==> src/design/ahd_pkg.sv <==
// package: constants and carriers for the acknowledgement handler object
package ahd_pkg;
	// ------------------------------------------------------------
	// service codes
	// ------------------------------------------------------------
	localparam logic [7:0] SVC_GET    = 8'h0e;
	localparam logic [7:0] SVC_SET    = 8'h10;
	localparam logic [7:0] SVC_CREATE = 8'h08;
	localparam logic [7:0] SVC_DELETE = 8'h09;

	// ------------------------------------------------------------
	// attribute identifiers and defaults
	// ------------------------------------------------------------
	localparam logic [7:0]  ATTR_TIMER     = 8'h02;
	localparam logic [7:0]  ATTR_RETRY_LIM = 8'h03;
	localparam logic [7:0]  ATTR_PROD_INST = 8'h04;
	localparam logic [7:0]  ATTR_ACK_COUNT = 8'h01;
	localparam logic [15:0] TIMER_DEF_MS   = 16'h0010;
	localparam logic [7:0]  RETRY_DEF      = 8'h01;
	localparam logic [15:0] PROD_DEF       = 16'h0000;

	// ------------------------------------------------------------
	// sizes and timing
	// ------------------------------------------------------------
	localparam int          NUM_INST     = 4;
	localparam int          ACK_MAX      = 8;
	localparam int          CLK_MHZ      = 125;
	localparam int          MS_CYCLES    = CLK_MHZ * 1000;
	localparam logic [16:0] MS_TICK_LAST = 17'(MS_CYCLES - 1);

	// ------------------------------------------------------------
	// response status
	// ------------------------------------------------------------
	localparam logic [7:0] ST_OK        = 8'h00;
	localparam logic [7:0] ST_NO_SVC    = 8'h08;
	localparam logic [7:0] ST_NO_ATTR   = 8'h14;
	localparam logic [7:0] ST_READ_ONLY = 8'h0e;
	localparam logic [7:0] ST_NO_INST   = 8'h16;
	localparam logic [7:0] ST_NO_ROOM   = 8'h02;

	typedef struct packed {
		logic [7:0]  service;
		logic        to_class;
		logic [1:0]  inst;
		logic [7:0]  attribute;
		logic [15:0] value;
	} ahd_req_type;

	typedef struct packed {
		logic [7:0]  status;
		logic [1:0]  inst;
		logic [15:0] value;
	} ahd_rsp_type;

	typedef enum logic [1:0] {
		CONN_NONE   = 2'b00,
		CONN_CONFIG = 2'b01,
		CONN_ESTAB  = 2'b11,
		CONN_TIMED  = 2'b10
	} ahd_conn_type;
endpackage

==> src/design/ahd_handler.sv <==
// acknowledgement handler object: service interpreter and retry timing
`timescale 1ns/1ps
// Functional notes
// - successful set of retry limit clears the retry counter
// - ack list grows or shrinks as associated connections change state
// - producing connection instance is read-only while ack list is non-empty
// - creation loads acknowledgement timer with 16 ms
// - creation loads retry limit with 1
// - undefined attribute identifiers are reserved and rejected
// - get service returns the addressed attribute value
// - set service writes the addressed instance attribute
// - create service at class level makes a new instance
// - delete service supported at class and instance level
// - class delete removes all instances, instance delete removes one
// - timer restarts on every data-sent or data-resent indication if its value is non-zero; with a value of 0 it stops
// - timer expiry sends a time-out indication to the application
// - each time-out bumps retry count unless a retry-limit write clears it in that cycle; reaching limit signals retry-limit-reached
// - data-sent clears retry count, data-resent leaves it alone
module ahd_handler (
	input  wire logic                  i_clock,      // system clock, 125 MHz
	input  wire logic                  i_rstn,       // synchronous reset, active low
	input  wire logic                  i_req_valid,  // one-cycle request strobe
	input  wire ahd_pkg::ahd_req_type  i_req,        // request fields
	input  wire logic                  i_conn_event, // one-cycle connection state change
	input  wire logic [1:0]            i_conn_inst,  // handler instance of that connection
	input  wire ahd_pkg::ahd_conn_type i_conn_old,   // state left
	input  wire ahd_pkg::ahd_conn_type i_conn_new,   // state entered
	input  wire logic [1:0]            i_prod_inst,  // handler instance that produced
	input  wire logic                  i_data_sent,  // new data produced, pulse
	input  wire logic                  i_data_resent,// data re-produced, pulse
	output logic                       o_rsp_valid,  // one-cycle response strobe
	output ahd_pkg::ahd_rsp_type       o_rsp,        // response fields
	output logic [3:0]                 o_timeout,    // time-out indication per instance, pulse
	output logic [3:0]                 o_retry_limit,// retry limit reached per instance, pulse
	output logic [3:0]                 o_exists      // instance exists
);
	import ahd_pkg::*;

	// ------------------------------------------------------------
	// instance state
	// ------------------------------------------------------------
	logic [NUM_INST-1:0] exist_q;
	logic [15:0]         timer_q   [NUM_INST];
	logic [7:0]          rlim_q    [NUM_INST];
	logic [7:0]          rcnt_q    [NUM_INST];
	logic [15:0]         prod_q    [NUM_INST];
	logic [3:0]          acks_q    [NUM_INST];
	logic [15:0]         ms_left_q [NUM_INST];
	logic [NUM_INST-1:0] run_q;
	logic [16:0]         div_q;
	logic                ms_tick_q;
	ahd_rsp_type         rsp_q;
	logic                rsp_v_q;
	logic [3:0]          tmo_q;
	logic [3:0]          lim_q;

	// ------------------------------------------------------------
	// request decode
	// ------------------------------------------------------------
	wire       svc_get   = i_req.service == SVC_GET;
	wire       svc_set   = i_req.service == SVC_SET;
	wire       svc_crt   = i_req.service == SVC_CREATE;
	wire       svc_del   = i_req.service == SVC_DELETE;
	wire [1:0] ri        = i_req.inst;
	wire       inst_ok   = exist_q[ri];
	wire       attr_def  = i_req.attribute inside {ATTR_ACK_COUNT, ATTR_TIMER, ATTR_RETRY_LIM, ATTR_PROD_INST};
	wire       attr_wr   = i_req.attribute inside {ATTR_TIMER, ATTR_RETRY_LIM, ATTR_PROD_INST};
	wire       prod_lock = acks_q[ri] != 4'h0;
	wire       has_free  = ~&exist_q;
	logic [1:0] free_idx;
	always_comb begin
		free_idx = 2'd0;
		for (int k = NUM_INST - 1; k >= 0; k--) begin
			if (!exist_q[k]) begin
				free_idx = 2'(k);
			end
		end
	end

	// one status per request; anything not OK leaves every attribute alone
	logic [7:0]  st_d;
	logic [15:0] val_d;
	always_comb begin
		st_d  = ST_OK;
		val_d = 16'h0000;
		if (i_req.to_class) begin
			if (svc_crt) begin
				st_d  = has_free ? ST_OK : ST_NO_ROOM;
				val_d = {14'h0000, free_idx};
			end else if (svc_del) begin
				st_d = ST_OK;
			end else if (svc_get) begin
				st_d  = (i_req.attribute == ATTR_ACK_COUNT) ? ST_OK : ST_NO_ATTR;
				val_d = {12'h000, 1'b0, 3'(exist_q[0]) + 3'(exist_q[1]) + 3'(exist_q[2]) + 3'(exist_q[3])};
			end else begin
				st_d = ST_NO_SVC;
			end
		end else if (!(svc_get || svc_set || svc_del)) begin
			st_d = ST_NO_SVC;
		end else if (!inst_ok) begin
			st_d = ST_NO_INST;
		end else if (svc_get) begin
			st_d = attr_def ? ST_OK : ST_NO_ATTR;
			unique case (i_req.attribute)
				ATTR_ACK_COUNT: val_d = {12'h000, acks_q[ri]};
				ATTR_TIMER:     val_d = timer_q[ri];
				ATTR_RETRY_LIM: val_d = {8'h00, rlim_q[ri]};
				ATTR_PROD_INST: val_d = prod_q[ri];
				default:        val_d = 16'h0000;
			endcase
		end else if (svc_set) begin
			if (!attr_wr) begin
				st_d = attr_def ? ST_READ_ONLY : ST_NO_ATTR;
			end else if (i_req.attribute == ATTR_PROD_INST && prod_lock) begin
				st_d = ST_READ_ONLY;
			end
		end
	end

	wire req_ok = i_req_valid && st_d == ST_OK;

	// ------------------------------------------------------------
	// millisecond enable
	// ------------------------------------------------------------
	// one shared divider: a restart aligns only to the next tick, so a period can run up to 1 ms short
	always_ff @(posedge i_clock) begin
		if (!i_rstn) begin
			div_q     <= 17'h00000;
			ms_tick_q <= 1'b0;
		end else begin
			ms_tick_q <= div_q == MS_TICK_LAST;
			div_q     <= (div_q == MS_TICK_LAST) ? 17'h00000 : div_q + 17'h00001;
		end
	end

	// ------------------------------------------------------------
	// per-instance attributes and retry logic
	// ------------------------------------------------------------
	for (genvar g = 0; g < NUM_INST; g++) begin : g_inst
		wire hit      = req_ok && ri == 2'(g) && !i_req.to_class;
		wire create   = req_ok && i_req.to_class && svc_crt && free_idx == 2'(g);
		wire remove   = req_ok && svc_del && (i_req.to_class || ri == 2'(g));
		wire wr_timer = hit && svc_set && i_req.attribute == ATTR_TIMER;
		wire wr_rlim  = hit && svc_set && i_req.attribute == ATTR_RETRY_LIM;
		wire wr_prod  = hit && svc_set && i_req.attribute == ATTR_PROD_INST;
		wire produce  = (i_data_sent || i_data_resent) && i_prod_inst == 2'(g) && exist_q[g];
		wire expire   = run_q[g] && ms_tick_q && ms_left_q[g] <= 16'h0001;
		wire cev      = i_conn_event && i_conn_inst == 2'(g) && exist_q[g];
		wire add_ack  = cev && i_conn_new == CONN_ESTAB && i_conn_old != CONN_ESTAB && acks_q[g] != 4'(ACK_MAX);
		wire del_ack  = cev && i_conn_old == CONN_ESTAB && i_conn_new != CONN_ESTAB && acks_q[g] != 4'h0;
		wire [7:0] rcnt_inc = rcnt_q[g] + 8'h01;

		always_ff @(posedge i_clock) begin
			if (!i_rstn || remove) begin
				exist_q[g]   <= 1'b0;
				timer_q[g]   <= TIMER_DEF_MS;
				rlim_q[g]    <= RETRY_DEF;
				rcnt_q[g]    <= 8'h00;
				prod_q[g]    <= PROD_DEF;
				acks_q[g]    <= 4'h0;
				run_q[g]     <= 1'b0;
				ms_left_q[g] <= 16'h0000;
				tmo_q[g]     <= 1'b0;
				lim_q[g]     <= 1'b0;
			end else begin
				tmo_q[g] <= 1'b0;
				lim_q[g] <= 1'b0;
				if (create) begin
					exist_q[g] <= 1'b1;
					timer_q[g] <= TIMER_DEF_MS;
					rlim_q[g]  <= RETRY_DEF;
					rcnt_q[g]  <= 8'h00;
				end
				if (wr_timer) begin
					timer_q[g] <= i_req.value;
				end
				if (wr_prod) begin
					prod_q[g] <= i_req.value;
				end
				if (add_ack) begin
					acks_q[g] <= acks_q[g] + 4'h1;
				end else if (del_ack) begin
					acks_q[g] <= acks_q[g] - 4'h1;
				end
				if (produce) begin
					run_q[g]     <= timer_q[g] != 16'h0000;
					ms_left_q[g] <= timer_q[g];
				end else if (expire) begin
					run_q[g] <= 1'b0;
					tmo_q[g] <= 1'b1;
				end else if (run_q[g] && ms_tick_q) begin
					ms_left_q[g] <= ms_left_q[g] - 16'h0001;
				end
				// priority: retry-limit write, then data-sent clear, then time-out count
				if (wr_rlim) begin
					rlim_q[g] <= i_req.value[7:0];
					rcnt_q[g] <= 8'h00;
				end else if (i_data_sent && produce) begin
					rcnt_q[g] <= 8'h00;
				end else if (expire && !produce) begin
					rcnt_q[g] <= rcnt_inc;
					lim_q[g]  <= rcnt_inc >= rlim_q[g];
				end
			end
		end
	end

	// ------------------------------------------------------------
	// response
	// ------------------------------------------------------------
	always_ff @(posedge i_clock) begin
		if (!i_rstn) begin
			rsp_v_q <= 1'b0;
			rsp_q   <= '0;
		end else begin
			rsp_v_q <= i_req_valid;
			if (i_req_valid) begin
				rsp_q <= '{status: st_d, inst: ri, value: val_d};
			end
		end
	end

	assign o_rsp_valid   = rsp_v_q;
	assign o_rsp         = rsp_q;
	assign o_timeout     = tmo_q;
	assign o_retry_limit = lim_q;
	assign o_exists      = exist_q;

	// ------------------------------------------------------------
	// checks
	// ------------------------------------------------------------
	AST_SET_LIM_CLEARS: assert property (@(posedge i_clock) disable iff (!i_rstn)
		req_ok && !i_req.to_class && svc_set && i_req.attribute == ATTR_RETRY_LIM && !svc_del
		|=> rcnt_q[$past(ri)] == 8'h00)
		else $error("retry count not cleared by limit write");
	AST_PROD_LOCK: assert property (@(posedge i_clock) disable iff (!i_rstn)
		i_req_valid && !i_req.to_class && svc_set && inst_ok && i_req.attribute == ATTR_PROD_INST
		&& acks_q[ri] != 4'h0 |=> o_rsp.status == ST_READ_ONLY && prod_q[$past(ri)] == $past(prod_q[ri]))
		else $error("producing instance written while locked");
	AST_CREATE_DEF: assert property (@(posedge i_clock) disable iff (!i_rstn)
		req_ok && i_req.to_class && svc_crt |=> timer_q[$past(free_idx)] == TIMER_DEF_MS
		&& rlim_q[$past(free_idx)] == RETRY_DEF)
		else $error("created instance lacks defaults");
	AST_RESERVED: assert property (@(posedge i_clock) disable iff (!i_rstn)
		i_req_valid && !i_req.to_class && inst_ok && svc_get && !attr_def |=> o_rsp_valid
		&& o_rsp.status == ST_NO_ATTR)
		else $error("reserved attribute accepted");
	AST_GET_TIMER: assert property (@(posedge i_clock) disable iff (!i_rstn)
		i_req_valid && !i_req.to_class && inst_ok && svc_get && i_req.attribute == ATTR_TIMER
		|=> o_rsp.value == $past(timer_q[ri]))
		else $error("get returned wrong timer value");
	AST_CLASS_DELETE: assert property (@(posedge i_clock) disable iff (!i_rstn)
		i_req_valid && i_req.to_class && svc_del |=> o_exists == 4'h0)
		else $error("class delete left instances");
	AST_TIMEOUT_AFTER: assert property (@(posedge i_clock) disable iff (!i_rstn)
		o_timeout[0] |-> $past(run_q[0], 1) && !run_q[0])
		else $error("time-out without running timer");
	AST_SENT_CLEARS: assert property (@(posedge i_clock) disable iff (!i_rstn)
		i_data_sent && i_prod_inst == 2'd0 && exist_q[0] && !(i_req_valid && svc_del)
		&& !(req_ok && svc_set) |=> rcnt_q[0] == 8'h00)
		else $error("data-sent did not clear retry count");
	AST_BAD_SVC: assert property (@(posedge i_clock) disable iff (!i_rstn)
		i_req_valid && i_req.to_class && svc_set |=> o_rsp.status == ST_NO_SVC && $stable(o_exists))
		else $error("set at class level not rejected");
endmodule

==> config.mk <==
export PLATFORM = sky130hd
export DESIGN_NAME = ahd_handler
export DESIGN_NICKNAME = d
export VERILOG_FILES = /design/src/design/ahd_pkg.sv /design/src/design/ahd_handler.sv
export SDC_FILE = /design/constraint.sdc
export NUM_CORES = 1
export LEC_CHECK = 0
export ABC_AREA = 1
export ABC_CLOCK_PERIOD_IN_PS = 6690
export BUFFER_PORTS_ARGS = -buffer_cell sky130_fd_sc_hd__buf_2
export CORE_MARGIN = 4
export CORE_UTILIZATION = 50
export DETAILED_ROUTE_END_ITERATION = 10
export GPL_TIMING_DRIVEN = 0
export PLACE_DENSITY_LB_ADDON = 0.3
export SLEW_MARGIN = 20
export SYNTH_ARGS = -nofsm -noshare
export SYNTH_HDL_FRONTEND = slang
export SYNTH_SLANG_ARGS = --single-unit
==> constraint.sdc <==
create_clock -name i_clock -period 6.69 [get_ports i_clock]
set_input_delay 0.669 -clock i_clock [delete_from_list [all_inputs] [get_ports i_clock]]
set_output_delay 0.669 -clock i_clock [all_outputs]
set_load 0.005 [all_outputs]
==> run_results.csv <==
group,metric,value,unit
synth,synth_seq_cells,329,
run_status,status,"complete, no violations",
floorplanning,core-area,34630,µm²
synth,synth_ff_type,"edfxtp_1",
setup_path,path_max_fanout,16,
routing,dr.first_iter.drc_count,1526,
layout,nNetsFinal,2163,
synth,synth_adder_area_share,4.024,%
synth,synth_compound_area_share,10.25,%
sta,worst_slew_margin_rel,33.98,%
setup_path,reg2reg_slack,2.83,ns
setup_path,start_kind,"flip-flop",
setup_path,critical_path_required,6.73,ns
routing,wl_met1,19.09,mm
synth,syn_area_per_cell,9.105,µm²
cts,numCtsBuffers,37,
sta,hold_viol,0,
floorplanning,dieWidth,195.6,µm
sta,setup_viol,0,
global_routing,track_usage,24.91,%
synth,synth_simple_gate_area_share,20.99,%
setup_path,max_stage_delay,0.61,ns
routing,wl,49.01,mm
synth,synthArstFlopShare,0,%
synth,synth_xor_xnor_area_share,4.031,%
floorplanning,die_area,38270,µm²
sta,hold_slack,0.4615,ns
setup_path,slowest_stage,"nand3_1",
routing,wire_per_inst,19.27,µm
sta,finalCriticalPeriod,3.857,ns
synth,synth_edf_count,272,
synth,yosysUniqueCellTypes,57,
global_routing,grt_pass1_wl,75.49,mm
sta,fmax,0.2593,GHz
layout,mostFrequentLayoutCell,"nor2_1",
synth,ys_warn_count,0,
routing,vias,14405,
synth,synth_top_family_by_area,"simple AND/OR/NAND/NOR gates",
floorplanning,start_util,50.82,%
placed_design,dp_hpwl,36.95,mm
setup_path,end_kind,"flip-flop",
synth,yosysTopAreaCell,"edfxtp_1",
run,drv_cap,0,
synth,ys_seq_area_share,52.89,%
global_routing,grt_pass1_vias,13962,
routing,dr.pass1.iters,8,
cts,cts_max_path_buffers,3,
sta,tightest_slew,0.9827,ns
cts,clk_pin_slew,0.07,ns
cts,cts_tree,"done",
setup_path,path_buf_inv,4,
floorplanning,top_level_ports,88,
setup_path,critical_path_class,"reg -> reg",
sta,finalCritPeriodShare,57.65,%
hold_path,min_path_type,"reg -> reg",
cts,worstSkewPairLatency,0.54,ns
global_routing,globalRoute.totalOverflow,0,
sta,finClkSkew,0.02070,ns
pwr,ir_drop,162.8,µV
cts,cts_setup_buffers,0,
synth,synth_area_leaders,"edfxtp_1, nor2_1, dfxtp_1, nand2_1, inv_1",
routing,ant_nets,0,
global_routing,grt_max_degree,17,
layout,drive_above_1_share,10.59,%
routing,drc,0,
sta,rsz0062_at_grt,"no",
cts,hold_buffers,0,
synth,synth_top_area_share,46.41,%
synth,synth_area,17600,µm²
placed_design,port_buffers,81,
floorplanning,die_y,195.6,µm
pwr,p_leak,8.214,nW
global_routing,antenna_found_initial,2,
setup_path,cp_data_arrival_time,3.90,ns
layout,areaGrowthSynthToFinish,12.53,%
cts,h-tree-depth,2,
floorplanning,rows,68,
routing,met2_length,23.35,mm
layout,final_cell_mix,"nor2_1, nand2_1, inv_1, edfxtp_1, buf_2",
sta,drv_slew,0,
sta,finalSetupTns,0,ns
routing,top_layer,"met5",
setup_path,path_cells,"inv_1 > a22oi_2 > nand2_1 > nor2_2 > nand2_1 > a21oi_1 > nand3_1 > nor2_4 > nand2_4 > nor2_2 > o21ai_2 > nand2_4 > inv_2 > buf_6 > nand3_2 > buf_6 > nand3_1",
synth,synth_cells,1933,
pwr,power.density,236.6,nW/µm²
placed_design,gp_congestion,0.9867,
synth,synth_mux_area_share,0,%
cts,cts_resized,0,
routing,vias_per_cell,5.665,
routing,wl_met3,4.510,mm
setup_path,cp_top_family,"simple AND/OR/NAND/NOR gates",
cts,cts.sink_count,329,
cts,cts-root-buf,"clkbuf_16",
through the flow:
stage | instances | instance area [µm²] | total power, W | worst slack [ns] | utilization [%]
after floorplan | 1936 | 17610 | 0.002580 | 3.176 | -
after global placement | 2472 | 18590 | 0.002706 | 2.020 | 53.67
after detailed placement | 2474 | 18620 | 0.002717 | 2.442 | 53.77
after CTS | 2542 | 19800 | 0.004692 | 2.858 | 57.17
after global routing | 2543 | 19810 | 0.004827 | 2.600 | 57.19
final | 2543 | 19810 | 0.004685 | 2.833 | 57.19
synth_stat cells, types with 4 or more instances:
cell type and n:
nand3b_1 15, o22ai_1 38, nor2_1 312, nor3_1 53
o21ai_0 65, clkbuf_1 29, nor3b_1 10, dfxtp_1 57
buf_1 4, a21oi_1 49, buf_4 10, inv_2 13
inv_1 273, o21ai_1 21, a211oi_1 5, o21a_1 6
ha_1 55, o221ai_1 9, nand3_1 72, o211ai_1 8
o21bai_1 4, a22oi_1 12, nand4_1 30, nor4_1 18
or2_2 6, buf_2 12, nor2_2 6, edfxtp_1 272
xnor2_1 33, nand3_2 6, nand2_2 10, a221oi_1 32
xor2_1 48, a22o_1 16, nand2_1 288
power by group:
part,switching (W),internal (W),total [W]
combinational,0.000238,0.000102,0.000340
clock,0.000845,0.00116,0.00200
sequential,0.0000526,0.00229,0.00234
layer usage:
layer,up-vias,global-route usage (%)
li1,6826,-
met1,6751,32.48
met2,674,41.81
met3,152,4.227
met4,2,9.516
met5,-,0
final timing paths:
path | end | start | cells past startpoint
max | timer_q[3][15] | o_exists[0] | 17
min | o_rsp[7] | o_rsp[7] | 2
max reg2reg | timer_q[3][15] | o_exists[0] | 17
min reg2reg | o_rsp[7] | o_rsp[7] | 2
cell families (layout without fill, tap and decap cells):
kind of cell	count (synthesis)	count (layout)
AND/OR/NAND/NOR	839	839
other	1	5
XOR/XNOR	81	81
buffers and inverters	347	498
AO/OA/AOI/OAI	280	280
adder cells (fa/ha/maj)	56	56
flip-flops	329	329
layout make-up:
class	instances	area, µm²
Tap cell	455	569.3
Antenna cell	1	2.502
Inverter	289	1085
Buffer	58	286.5
Sequential cell	329	9309
Clock buffer	45	965.9
Multi-Input combinational cell	1260	6952
Timing Repair Buffer	83	424.2
Fill cell	3035	14820
Clock inverter	23	211.5
worst register-to-register path, cell delays in order, from the launching register on:
cell and delay, ns:
dfxtp_1 0.47, inv_1 0.17, a22oi_2 0.23, nand2_1 0.08, nor2_2 0.12, nand2_1 0.07, a21oi_1 0.18, nand3_1 0.15
nor2_4 0.18, nand2_4 0.12, nor2_2 0.17, o21ai_2 0.11, nand2_4 0.13, inv_2 0.07, buf_6 0.15, nand3_2 0.16
buf_6 0.18, nand3_1 0.61
flip-flops by register name, indices dropped and copies added (netlist names):
signal	count
o_timeout	4
run_q	4
o_rsp	22
rcnt_q	32
ms_tick_q	1
timer_q	64
rlim_q	32
o_rsp_valid	1
div_q	17
acks_q	16
o_exists	4
prod_q	64
o_retry_limit	4
ms_left_q	64
No activity file was read; power rests on OpenSTA's default activity.
